==> src/logic/cma_cfg.svh <==
`ifndef CMA_CFG_SVH
`define CMA_CFG_SVH
// clock and time base
`define CMA_CLK_MHZ    200
`define CMA_TICK_US    1000
// times in their own units
`define CMA_DEB_MS     20
`define CMA_IDLE_S     20
`define CMA_LEGEND_MS  1000
// register offsets (byte addresses)
`define CMA_A_SET      4'h0
`define CMA_A_CODE     4'h4
`define CMA_A_CAL      4'h8
`define CMA_A_STAT     4'hc
// reset values and last code digit
`define CMA_CODE_DFLT  16'h0000
`define CMA_ZERO_DFLT  16'h0000
`define CMA_SPAN_DFLT  16'h03e8
`define CMA_DP_DFLT    3'h1
`define CMA_LAST_DIG   2'h3
`endif

==> src/logic/cma_pkg.sv <==
`default_nettype none
package cma_pkg;
    // transfer function choice
    typedef enum logic [1:0] {CMA_FN_LIN, CMA_FN_ROOT, CMA_FN_TABLE} cma_transfer_function_select_t;
    // display_resolution: step of 1, 2, 5 or 10 counts
    typedef enum logic [1:0] {CMA_RES_1, CMA_RES_2, CMA_RES_5, CMA_RES_10} cma_res_t;
    // stored settings, field order fixes the register layout
    typedef struct packed {
        logic      pct;                    // p button shows percent, else mA
        logic      tare;                   // tare enabled
        logic [2:0] decimal_point_position; // 0 off, 1..4 gap index
        cma_res_t  display_resolution;
        cma_transfer_function_select_t transfer_function_select;
    } cma_set_t;
    // menu functions in scroll order
    typedef enum logic [3:0] {
        CMA_P_TRANSFER_FUNCTION_SELECT, CMA_P_DISPLAY_RESOLUTION, CMA_P_DP, CMA_P_CAL, CMA_P_SET, CMA_P_BAR,
        CMA_P_AL1, CMA_P_AL2, CMA_P_PFN, CMA_P_TARE, CMA_P_CODE, CMA_P_RST
    } cma_par_t;
    // operating states, also the shown legend
    typedef enum logic [2:0] {
        CMA_ST_DISP, CMA_ST_PROMPT, CMA_ST_DIGIT, CMA_ST_MENU,
        CMA_ST_EDIT, CMA_ST_DATA, CMA_ST_SAVE
    } cma_st_t;
    // the four front panel buttons
    typedef struct packed {
        logic p;
        logic e;
        logic up;
        logic dn;
    } cma_btn_t;
endpackage : cma_pkg
`default_nettype wire

==> src/logic/cma_ctrl.sv <==
// Operation
// menu entry only on p plus e
// zero code goes straight to function select
// stored code shows code prompt first
// p clears prompt, arrows digit, p advances
// four digits then e opens menu
// wrong code or idle timeout returns display
// arrows scroll through menu functions
// data then save legends while storing
// reset values are the factory defaults
// resolution steps 1, 2, 5, 10
// decimal point any gap or off
// external source captures zero and span
// internal reference adjusts zero and span
// alarm entries only when alarms fitted
// held p shows percent or milliamps
// buttons synchronised, debounced, pairs detected
`timescale 1ns/10ps
`default_nettype none
`include "cma_cfg.svh"
module cma_ctrl #(
    parameter int         TICK_CYC  = `CMA_CLK_MHZ * `CMA_TICK_US,
    parameter logic [7:0] DEB_MS    = 8'(`CMA_DEB_MS),
    parameter int         IDLE_MS   = `CMA_IDLE_S * 1000,
    parameter int         LEGEND_MS = `CMA_LEGEND_MS
) (
    // clock and reset
    input  wire logic            clk_sys,
    input  wire logic            rst_n,
    // panel and measurement
    input  wire cma_pkg::cma_btn_t btn_raw,
    input  wire logic            alarm_fitted,
    input  wire logic [15:0]     adc_count,
    // register port
    input  wire logic [3:0]      addr,
    input  wire logic [31:0]     wdata,
    input  wire logic            wr,
    input  wire logic            rd,
    output logic [31:0]          rdata,
    // display and storage side
    output cma_pkg::cma_st_t     mode,
    output cma_pkg::cma_par_t    param,
    output logic [1:0]           digit,
    output logic [15:0]          code_entry,
    output logic                 show_pct,
    output logic                 show_ma,
    output cma_pkg::cma_set_t    settings,
    output logic [15:0]          zero_val,
    output logic [15:0]          span_val,
    output logic                 nvm_write
);
    import cma_pkg::*;

    localparam cma_set_t SET_DFLT = '{pct: 1'b1, tare: 1'b0,
        decimal_point_position: `CMA_DP_DFLT,
        display_resolution: CMA_RES_1, transfer_function_select: CMA_FN_LIN};

    // millisecond enable divider
    logic [17:0] div_reg, div_next;
    logic        tick;
    always_comb begin
        tick     = (div_reg == 18'(TICK_CYC - 1));
        div_next = tick ? '0 : div_reg + 18'h1;
    end
    always_ff @(posedge clk_sys or negedge rst_n) begin
        if (!rst_n) div_reg <= '0;
        else        div_reg <= div_next;
    end

    // per-button sync and debounce; a bounce restarts the hold count
    logic [3:0] deb;
    for (genvar i = 0; i < 4; i++) begin : g_deb
        logic s1_reg, s2_reg, db_reg, db_next;
        logic [7:0] dc_reg, dc_next;
        always_comb begin
            db_next = db_reg;
            dc_next = dc_reg;
            if (s2_reg == db_reg) begin
                dc_next = '0;
            end else if (tick) begin
                dc_next = dc_reg + 8'h1;
                if (dc_reg == DEB_MS - 8'h1) begin
                    db_next = s2_reg;
                    dc_next = '0;
                end
            end
        end
        always_ff @(posedge clk_sys or negedge rst_n) begin
            if (!rst_n) begin
                s1_reg <= 1'b0;
                s2_reg <= 1'b0;
                db_reg <= 1'b0;
                dc_reg <= '0;
            end else begin
                s1_reg <= btn_raw[i];
                s2_reg <= s1_reg;
                db_reg <= db_next;
                dc_reg <= dc_next;
            end
        end
        assign deb[i] = db_reg;
    end

    // one decimal digit up or down, wrapping 9 to 0
    function automatic logic [15:0] bump(logic [15:0] v, logic [1:0] d, logic up);
        logic [3:0] n;
        n = v[{d, 2'b00} +: 4];
        if (up) n = (n == 4'h9) ? 4'h0 : n + 4'h1;
        else    n = (n == 4'h0) ? 4'h9 : n - 4'h1;
        v[{d, 2'b00} +: 4] = n;
        return v;
    endfunction : bump

    // next menu function, alarm slots skipped when not fitted
    function automatic cma_par_t step(cma_par_t p, logic fwd, logic al);
        cma_par_t n;
        if (fwd) n = (p == CMA_P_RST) ? CMA_P_TRANSFER_FUNCTION_SELECT : cma_par_t'(p + 4'h1);
        else     n = (p == CMA_P_TRANSFER_FUNCTION_SELECT) ? CMA_P_RST : cma_par_t'(p - 4'h1);
        if (!al && (n == CMA_P_AL1 || n == CMA_P_AL2))
            n = fwd ? CMA_P_PFN : CMA_P_BAR;
        return n;
    endfunction : step

    // main state
    cma_st_t    st_reg, st_next;
    cma_par_t   par_reg, par_next;
    logic [1:0] dig_reg, dig_next;
    logic [15:0] ent_reg, ent_next, code_reg, code_next;
    logic [15:0] zero_reg, zero_next, span_reg, span_next;
    cma_set_t   set_reg, set_next;
    logic [3:0] prev_reg;
    cma_btn_t   pr;          // press events
    logic       combo;       // p and e both down, one just now
    logic       sub_reg, sub_next, dirty_reg, dirty_next;
    logic       nvm_reg, nvm_next, shp_reg, shp_next, shm_reg, shm_next;
    logic [31:0] tmr_reg, tmr_next, rd_reg, rd_next;

    always_comb begin
        pr    = cma_btn_t'(deb & ~prev_reg);
        combo = deb[3] & deb[2] & ~(prev_reg[3] & prev_reg[2]);
        st_next    = st_reg;
        par_next   = par_reg;
        dig_next   = dig_reg;
        ent_next   = ent_reg;
        code_next  = code_reg;
        zero_next  = zero_reg;
        span_next  = span_reg;
        set_next   = set_reg;
        sub_next   = sub_reg;
        dirty_next = dirty_reg;
        nvm_next   = 1'b0;
        rd_next    = '0;
        // register port, software view
        if (wr) begin
            unique case (addr)
                `CMA_A_SET:  set_next  = cma_set_t'(wdata[$bits(cma_set_t)-1:0]);
                `CMA_A_CODE: code_next = wdata[15:0];
                `CMA_A_CAL:  {span_next, zero_next} = wdata;
                default:     ;
            endcase
        end
        if (rd) begin
            unique case (addr)
                `CMA_A_SET:  rd_next = 32'(set_reg);
                `CMA_A_CODE: rd_next = 32'(code_reg);
                `CMA_A_CAL:  rd_next = {span_reg, zero_reg};
                `CMA_A_STAT: rd_next = 32'({dirty_reg, par_reg, dig_reg, st_reg});
                default:     rd_next = '0;
            endcase
        end
        unique case (st_reg)
            CMA_ST_DISP: if (combo) begin
                par_next = CMA_P_TRANSFER_FUNCTION_SELECT;
                st_next  = (code_reg == `CMA_CODE_DFLT) ? CMA_ST_MENU
                                                        : CMA_ST_PROMPT;
            end
            CMA_ST_PROMPT: if (tmr_reg >= 32'(IDLE_MS)) begin
                st_next = CMA_ST_DISP;
            end else if (pr.p) begin
                st_next  = CMA_ST_DIGIT;
                dig_next = '0;
                ent_next = '0;
            end
            CMA_ST_DIGIT: if (tmr_reg >= 32'(IDLE_MS)) begin
                st_next = CMA_ST_DISP;
            end else if (pr.e) begin
                // an unfinished entry counts as a wrong code
                if (dig_reg == `CMA_LAST_DIG && ent_reg == code_reg) begin
                    st_next  = CMA_ST_MENU;
                    par_next = CMA_P_TRANSFER_FUNCTION_SELECT;
                end else begin
                    st_next = CMA_ST_DISP;
                end
            end else if (pr.p) begin
                if (dig_reg != `CMA_LAST_DIG) dig_next = dig_reg + 2'h1;
            end else if (pr.up || pr.dn) begin
                ent_next = bump(ent_reg, dig_reg, pr.up);
            end
            CMA_ST_MENU: if (pr.up || pr.dn) begin
                par_next = step(par_reg, pr.up, alarm_fitted);
            end else if (pr.p) begin
                st_next  = CMA_ST_EDIT;
                sub_next = 1'b0;
                dig_next = '0;
                ent_next = '0;
            end else if (pr.e) begin
                st_next = dirty_reg ? CMA_ST_DATA : CMA_ST_DISP;
            end
            CMA_ST_EDIT: if (pr.e) begin
                st_next    = CMA_ST_MENU;
                dirty_next = 1'b1;
                if (par_reg == CMA_P_CODE) code_next = ent_reg;
                if (par_reg == CMA_P_RST) begin
                    set_next  = SET_DFLT;
                    code_next = `CMA_CODE_DFLT;
                    zero_next = `CMA_ZERO_DFLT;
                    span_next = `CMA_SPAN_DFLT;
                end
            end else if (pr.p) begin
                sub_next = ~sub_reg;
                if (par_reg == CMA_P_CAL) begin
                    if (sub_reg) span_next = adc_count;
                    else         zero_next = adc_count;
                end
                if (par_reg == CMA_P_CODE && dig_reg != `CMA_LAST_DIG)
                    dig_next = dig_reg + 2'h1;
            end else if (pr.up || pr.dn) begin
                unique case (par_reg)
                    CMA_P_TRANSFER_FUNCTION_SELECT: set_next.transfer_function_select =
                        (set_reg.transfer_function_select == CMA_FN_TABLE) ? CMA_FN_LIN
                        : cma_transfer_function_select_t'(set_reg.transfer_function_select + 2'h1);
                    CMA_P_DISPLAY_RESOLUTION: set_next.display_resolution = pr.up
                        ? cma_res_t'(set_reg.display_resolution + 2'h1)
                        : cma_res_t'(set_reg.display_resolution - 2'h1);
                    CMA_P_DP: begin
                        // up moves one gap on, down one gap back, both wrap through off
                        if (set_reg.decimal_point_position == (pr.up ? 3'h4 : 3'h0))
                            set_next.decimal_point_position = pr.up ? 3'h0 : 3'h4;
                        else
                            set_next.decimal_point_position = pr.up
                                ? set_reg.decimal_point_position + 3'h1
                                : set_reg.decimal_point_position - 3'h1;
                    end
                    CMA_P_SET: begin
                        if (sub_reg) span_next = pr.up ? span_reg + 16'h1 : span_reg - 16'h1;
                        else         zero_next = pr.up ? zero_reg + 16'h1 : zero_reg - 16'h1;
                    end
                    CMA_P_PFN:  set_next.pct  = ~set_reg.pct;
                    CMA_P_TARE: set_next.tare = ~set_reg.tare;
                    CMA_P_CODE: ent_next = bump(ent_reg, dig_reg, pr.up);
                    default:    ;
                endcase
            end
            CMA_ST_DATA: if (tmr_reg >= 32'(LEGEND_MS)) begin
                st_next  = CMA_ST_SAVE;
                nvm_next = 1'b1;
            end
            CMA_ST_SAVE: if (tmr_reg >= 32'(LEGEND_MS)) begin
                st_next    = CMA_ST_DISP;
                dirty_next = 1'b0;
            end
        endcase
        // one timer serves idle and legend; any press or move restarts it
        if (st_next != st_reg || pr != '0) tmr_next = '0;
        else if (tick)                     tmr_next = tmr_reg + 32'h1;
        else                               tmr_next = tmr_reg;
        shp_next = (st_reg == CMA_ST_DISP) && deb[3] && !deb[2] && set_reg.pct;
        shm_next = (st_reg == CMA_ST_DISP) && deb[3] && !deb[2] && !set_reg.pct;
    end

    always_ff @(posedge clk_sys or negedge rst_n) begin
        if (!rst_n) begin
            st_reg    <= CMA_ST_DISP;
            par_reg   <= CMA_P_TRANSFER_FUNCTION_SELECT;
            dig_reg   <= '0;
            ent_reg   <= '0;
            code_reg  <= `CMA_CODE_DFLT;
            zero_reg  <= `CMA_ZERO_DFLT;
            span_reg  <= `CMA_SPAN_DFLT;
            set_reg   <= SET_DFLT;
            prev_reg  <= '0;
            sub_reg   <= 1'b0;
            dirty_reg <= 1'b0;
            nvm_reg   <= 1'b0;
            shp_reg   <= 1'b0;
            shm_reg   <= 1'b0;
            tmr_reg   <= '0;
            rd_reg    <= '0;
        end else begin
            st_reg    <= st_next;
            par_reg   <= par_next;
            dig_reg   <= dig_next;
            ent_reg   <= ent_next;
            code_reg  <= code_next;
            zero_reg  <= zero_next;
            span_reg  <= span_next;
            set_reg   <= set_next;
            prev_reg  <= deb;
            sub_reg   <= sub_next;
            dirty_reg <= dirty_next;
            nvm_reg   <= nvm_next;
            shp_reg   <= shp_next;
            shm_reg   <= shm_next;
            tmr_reg   <= tmr_next;
            rd_reg    <= rd_next;
        end
    end

    assign rdata      = rd_reg;
    assign mode       = st_reg;
    assign param      = par_reg;
    assign digit      = dig_reg;
    assign code_entry = ent_reg;
    assign settings   = set_reg;
    assign zero_val   = zero_reg;
    assign span_val   = span_reg;
    assign show_pct   = shp_reg;
    assign show_ma    = shm_reg;
    assign nvm_write  = nvm_reg;
endmodule : cma_ctrl
`default_nettype wire

==> config.mk <==
export PLATFORM = sky130hd
export DESIGN_NAME = cma_ctrl
export DESIGN_NICKNAME = d
export VERILOG_FILES = /design/src/logic/cma_pkg.sv /design/src/logic/cma_ctrl.sv
export VERILOG_INCLUDE_DIRS = /design/src /design/src/logic
export SDC_FILE = /design/constraint.sdc
export NUM_CORES = 1
export LEC_CHECK = 0
export BUFFER_PORTS_ARGS = -buffer_cell sky130_fd_sc_hd__buf_2
export CAP_MARGIN = 10
export CELL_PAD_IN_SITES_DETAIL_PLACEMENT = 2
export CELL_PAD_IN_SITES_GLOBAL_PLACEMENT = 2
export CORE_MARGIN = 2
export CORE_UTILIZATION = 37
export DETAILED_ROUTE_END_ITERATION = 10
export PLACE_DENSITY_LB_ADDON = 0.1
export SYNTH_ARGS = -nofsm -noshare
export SYNTH_HDL_FRONTEND = slang
export SYNTH_SLANG_ARGS = --single-unit
==> constraint.sdc <==
create_clock -name clk_sys -period 5.13 [get_ports clk_sys]
set_input_delay 0.2565 -clock clk_sys [delete_from_list [all_inputs] [get_ports clk_sys]]
set_output_delay 0.2565 -clock clk_sys [all_outputs]
set_load 0.03 [all_outputs]
==> impl_metrics.json, run 1 <==
{
  "final_common_cell": "dfrtp_1",
  "cts_tree": "built",
  "fin_setup_tns_ns": 0,
  "vias": 12356,
  "place_area_um2": 14630,
  "nFillCells": 3844,
  "initial_core_util_pct": 37.48,
  "r2r-start": "g_deb[1].db_reg",
  "cpLargestDelayFamily": "compound AO/OA/AOI/OAI gates",
  "setup_viol": 0,
  "hold_viol_final": 0,
  "min_period_ns": 3.658,
  "postSynth.asyncResetShare_pct": 100.0,
  "grt_overflow_total": 0,
  "irDropWorstVdd_mv": 0.2424,
  "dp_hpwl_um": 35670,
  "worst-setup-path-type": "reg -> reg",
  "hp-start": "wdata[17]",
  "cts_setup_buffers": 0,
  "ys_warn_count": 0,
  "synth_fa_ha_area_share_pct": 4.968,
  "cts.htree.levels": 1,
  "vias_per_cell": 5.923,
  "clkSinkCount": 217,
  "avgSynthCellArea_um2": 9.165,
  "cts_buffers": 27,
  "synth-simple-area-share_pct": 19.86,
  "skew_ns": 0.01827,
  "synth_compound_gate_area_share_pct": 19.12,
  "synth_top_cell_area_share_pct": 39.33,
  "critPathMaxStageDelay_ns": 0.66,
  "antenna_found_initial": 2,
  "synthesis.area_um2": 13300,
  "port_buffers": 161,
  "synth_xor_area_share_pct": 6.783,
  "dieArea_um2": 37480,
  "postSynthCellCount": 1451,
  "drt_wl_total_um": 49720,
  "synth_top_family_by_area": "simple AND/OR/NAND/NOR gates",
  "die_x_um": 193.6,
  "drive_gt1_share_pct": 16.70,
  "crit_slowest_cell": "inv_1",
  "crit_top_cell": "o21ai_0",
  "nets": 1715,
  "worstSetupEndpointType": "flop",
  "whs_path_depth": 3,
  "p_per_area_nw_per_um2": 323.6,
  "dr.pass1.iters": 5,
  "cts.path.max_buffers": 3,
  "max_freq_mhz": 273.3,
  "cp_max_fo": 25,
  "grt_usage_pct": 26.67,
  "r2r_end": "span_val[12]",
  "drc": 0,
  "ys_ff_latch": 217,
  "hp-class": "in -> reg",
  "tightest_slew_ns": 1.099,
  "whs_ns": 0.03276,
  "synth_flop_cell": "dfrtp_1",
  "arrival_ns": 4.07,
  "syn_nets": 1563,
  "grt_pass1_wl_um": 79900,
  "antenna_left": 0,
  "layout_common_cells": "209 x dfrtp_1, 160 x buf_2, 140 x nor2_1",
  "yosys.area.top_type": "dfrtp_1",
  "num_io_pins": 162,
  "path_buf_inv": 2,
  "ys_types": 74,
  "drt_iter0_markers": 594,
  "ys_top_cells_by_area": "dfrtp_1 39%, ha_1 4.5%, mux2i_1 4.2%",
  "dp.cells": 2027,
  "core_area_um2": 35480,
  "finalNonFillerCells": 2086,
  "slew_headroom_pct": 26.47,
  "grt_max_degree": 76,
  "routedWlPerCell_um": 23.83,
  "grt_pass1_vias": 13519,
  "placementRows": 69,
  "clk_pin_slew_ns": 0.06,
  "place.gp.congestion": 0.8477,
  "slew_violations": 0,
  "period_share_pct": 71.31,
  "synth.mux.area_fraction_pct": 5.400,
  "die_h_um": 193.6,
  "synth_edf_count": 0,
  "hold_path_end": "span_val[1]",
  "p_leak_nw": 7.173,
  "syn2layout_area_growth_pct": 17.55,
  "clock-root-buffer": "clkbuf_16",
  "status": "finished, final reports clean",
  "drv_cap": 0,
  "crit_chain": "nor2b_2, inv_1, buf_4, ha_1, a21oi_1, o21bai_1, a211oi_1, o21ai_0, a31oi_1, xor2_1, o21ai_0",
  "required_ns": 5.54,
  "r2r_cells": 11,
  "r2r_slack_ns": 1.47,
  "rsz0062_at_grt": "false",
  "worstSkewPairLatency_ns": 0.56,
  "yosysSeqAreaShare_pct": 40.91,
  "start_kind": "flop",
  "final_area_um2": 15630
}
## synth_stat cells, types with 7 or more instances
| library cell | instances |
|---|---|
| a22oi_1 | 30 |
| a21o_1 | 12 |
| nand3_1 | 45 |
| and2_1 | 13 |
| xnor2_1 | 51 |
| o2bb2ai_1 | 7 |
| o21ai_0 | 94 |
| nor4_1 | 13 |
| clkbuf_1 | 44 |
| a211oi_1 | 34 |
| o211ai_1 | 12 |
| buf_2 | 17 |
| o22ai_1 | 27 |
| ha_1 | 48 |
| inv_1 | 29 |
| a21oi_1 | 89 |
| mux2i_1 | 56 |
| and4_1 | 7 |
| dfrtp_1 | 209 |
| nor3_1 | 40 |
| a31oi_1 | 12 |
| and3_1 | 41 |
| o21bai_1 | 11 |
| xor2_1 | 52 |
| dfstp_2 | 8 |
| nand4_1 | 33 |
| o31ai_1 | 11 |
| nand2b_1 | 11 |
| nand2_1 | 115 |
| nor2b_1 | 20 |
| a32o_1 | 10 |
| nor2_1 | 141 |
## worst max-delay path by stage
stage / startpoint / to / cells after the start
final: g_deb[1].db_reg / span_val[12] / 11
after global routing: g_deb[1].db_reg / span_val[14] / 11
after CTS: g_deb[1].db_reg / span_val[14] / 11
after detailed placement: g_deb[1].db_reg / span_val[12] / 11
after global placement: g_deb[1].db_reg / span_val[9] / 11
after floorplan: g_deb[1].db_reg / zero_val[15] / 12
## worst register-to-register path: stages, from the launching register on
cell      delay, ns
dfrtp_1        0.42
nor2b_2        0.18
inv_1          0.66
buf_4          0.51
ha_1           0.38
a21oi_1        0.25
o21bai_1       0.11
a211oi_1       0.28
o21ai_0        0.19
a31oi_1        0.26
xor2_1         0.16
o21ai_0        0.12
## report_power, final
part           internal [W]  switching [W]  total (W)
Sequential          0.00183       0.000183    0.00201
Combinational      0.000397       0.000630    0.00103
Clock               0.00122       0.000802    0.00202
Total               0.00344        0.00161    0.00506
## cell type report
type                       count  area, µm²  share of cell area, %
inverter                      30      112.6                 0.7203
timing repair buffer         191       1061                  6.787
sequential                   217       5440                  34.80
tap                          461      576.8                  3.690
multi-input combinational   1136       7516                  48.08
clock inverter                13      171.4                  1.097
antenna                        2      5.005                0.03202
clock buffer                  36      749.5                  4.794
## timing repair
action	in CTS	in global routing
gates resized for setup	0	0
hold endpoints to repair	76	0
hold buffers	8	0
setup endpoints to repair	0	0
## kinds of logic (layout without fill, tap and decap cells)
logic type               Yosys count  count (layout)
AND/OR/NAND/NOR                  522             522
AO/OA/AOI/OAI                    394             394
flip-flops                       217             217
XOR/XNOR                         103             103
buffers and inverters             98             270
multiplexers                      66              66
adder cells (fa/ha/maj)           51              51
other                              0               2
## metal layers
metal / up-vias / track usage, % / wire length [µm]
li1: 5651 / - / -
met1: 6365 / 35.60 / 22250
met2: 252 / 44.75 / 23990
met3: 88 / 3.365 / 1860
met4: 0 / 9.047 / 1613
met5: - / 0 / 0
## metrics by stage
step | utilization, % | setup WS (ns) | power [W]
after floorplan | - | 1.519 | 0.002661
after global placement | 41.22 | 1.726 | 0.003006
after detailed placement | 41.22 | 1.550 | 0.003046
after CTS | 44.04 | 1.502 | 0.005107
after global routing | 44.05 | 1.188 | 0.005288
final | 44.06 | 1.472 | 0.005059
Power figures use the tool's default switching activity.
==> inputs of run 2 (changes only) <==
Settings changed: CORE_UTILIZATION 37 to 33.
Clock period 5.13 ns to 3.2 ns, I/O delays scaled along.
==> run 2 against run 1 <==
- sequential share of layout area fell by 1.4 points
- clock skew rose by 0.0012 ns
- clock power rose by 61%
- clock-buffer cell count rose by 3
- global-route usage fell by 2.0 points
- design area rose by 4.1%
- core utilization fell by 3.1 points
- cell count rose by 5.8%
- die area rose by 12%
- worst hold slack got worse by 0.0046 ns
- routed wire length rose by 2.7%
- combinational power rose by 65%
- largest power group unchanged
- highest routed layer unchanged
==> impl_metrics.json, run 2 (synthesis gave the netlist of run 1 again) <==
{
  "layout_common_cells": "209 x dfrtp_1, 160 x buf_2, 139 x nor2_1",
  "cts_tree": "built",
  "grt_max_degree": 82,
  "cts.htree.levels": 1,
  "arrival_ns": 3.47,
  "tightest_slew_ns": 1.146,
  "initial_core_util_pct": 33.47,
  "placementRows": 73,
  "dr.pass1.iters": 5,
  "vias_per_cell": 5.641,
  "whs_path_depth": 3,
  "clk_pin_slew_ns": 0.06,
  "r2r_slack_ns": 0.23,
  "grt_overflow_total": 0,
  "hp-start": "adc_count[9]",
  "drc": 0,
  "dieArea_um2": 41920,
  "status": "finished, final reports clean",
  "r2r_cells": 9,
  "power.share.switching_pct": 32.21,
  "nFillCells": 4354,
  "nets": 1771,
  "hold_viol_final": 0,
  "slew_headroom_pct": 23.30,
  "final_common_cell": "dfrtp_1",
  "drt_wl_total_um": 51080,
  "fin_setup_tns_ns": 0,
  "drt_iter0_markers": 699,
  "required_ns": 3.71,
  "min_period_ns": 2.968,
  "cts_buffers": 28,
  "slew_violations": 0,
  "rsz0062_at_grt": "false",
  "clock-root-buffer": "clkbuf_16",
  "worstSetupEndpointType": "flop",
  "intPower_w": 0.005550,
  "p_per_area_nw_per_um2": 503.1,
  "antenna_left": 0,
  "irDropWorstVdd_mv": 0.3613,
  "diodes": 0,
  "drv_cap": 0,
  "port_buffers": 161,
  "skew_ns": 0.01947,
  "period_share_pct": 92.76,
  "combPwrFrac_pct": 20.8,
  "grt_usage_pct": 24.68,
  "regArea_um2": 5440,
  "cts.path.max_buffers": 3,
  "antenna_found_initial": 0,
  "multi_input_area_um2": 7535,
  "clkSinkCount": 217,
  "die_x_um": 204.8,
  "place_ws_ns": 0.1428,
  "drive_gt1_share_pct": 17.97,
  "syn2layout_area_growth_pct": 22.35,
  "die_h_um": 204.8,
  "p_switching_w": 0.002637,
  "r2r_end": "span_val[5]",
  "core_area_um2": 39730,
  "p_leak_nw": 7.425,
  "hp-class": "in -> reg",
  "num_io_pins": 162,
  "vias": 12444,
  "cp_max_fo": 7,
  "grt_pass1_vias": 13655,
  "worstSkewPairLatency_ns": 0.58,
  "setup_viol": 0,
  "worst-setup-path-type": "reg -> reg",
  "worst_slack_ns": 0.2315,
  "grt_pass1_wl_um": 81100,
  "seq_power_share_pct": 39.3,
  "max_freq_mhz": 336.9,
  "hold_path_end": "span_val[9]",
  "r2r-start": "param[1]",
  "place.gp.congestion": 0.8448,
  "start_kind": "flop",
  "dp_hpwl_um": 37270,
  "routedWlPerCell_um": 23.15,
  "pwr-share-clk_pct": 39.9
}
-- run 2: critical path, cell delays in order, from the launching register on --
cell	delay, ns
dfrtp_1	0.54
inv_1	0.24
ha_1	0.24
nor2b_2	0.29
nand4_1	0.24
nor2_2	0.32
buf_4	0.20
a221oi_1	0.08
o22ai_1	0.18
dlygate4sd3_1	0.57
-- run 2: power groups by stage --
stage	logic [W]	registers, W	clock network, W
2_1_floorplan	0.000900	0.00337	0
3_3_place_gp	0.00158	0.00327	0
3_5_place_dp	0.00163	0.00327	0
4_1_cts	0.00169	0.00322	0.00334
5_1_grt	0.00188	0.00325	0.00344
6_report	0.00170	0.00322	0.00326
-- run 2: through the flow --
stage | hold WS, ns | power (W) | instance area (µm²) | util, % | cells
after floorplan | -0.1356 | 0.004266 | 13300 | - | 1451
after global placement | 0.2263 | 0.004851 | 14940 | 37.60 | 2116
after detailed placement | 0.2273 | 0.004899 | 14940 | 37.60 | 2116
after CTS | 0.007685 | 0.008252 | 16250 | 40.89 | 2206
after global routing | 0.02939 | 0.008569 | 16270 | 40.95 | 2206
final | 0.02812 | 0.008187 | 16270 | 40.95 | 2206
-- run 2: worst max path at each step --
stage,from,to,slack (ns),depth (start not counted)
2_1_floorplan,g_deb[1].db_reg,zero_val[15],0.16,12
3_3_place_gp,g_deb[1].db_reg,zero_val[15],0.24,11
3_5_place_dp,g_deb[1].db_reg,zero_val[15],0.14,11
4_1_cts,param[0],span_val[5],0.05,9
5_1_grt,g_deb[1].db_reg,zero_val[14],0.000003,11
6_report,param[1],span_val[5],0.23,9
-- run 2: final cells by class --
| class | instances | share of cell area, % |
|---|---|---|
| clock buffers | 39 | 4.814 |
| clock inverters | 13 | 0.8920 |
| inverters | 30 | 0.6920 |
| multi-input cells | 1136 | 46.31 |
| flip-flops and latches | 217 | 33.43 |
| well taps | 525 | 4.037 |
| repair buffers | 246 | 9.827 |
-- run 2: what timing repair did --
item                                    4_1_cts  5_1_grt
resized for setup                             0        8
hold buffers                                 38        0
hold endpoints to repair                    105        0
endpoints found under the setup margin        0        5
buffers inserted                              0        0
-- run 2: layer usage --
metal / routed length [µm] / vias up / track usage (%)
met1: 22910 / 6404 / 32.86
met4: 1136 / 0 / 6.315
li1: - / 5759 / -
met3: 2132 / 63 / 3.261
met5: 0 / - / 0
met2: 24900 / 218 / 42.16
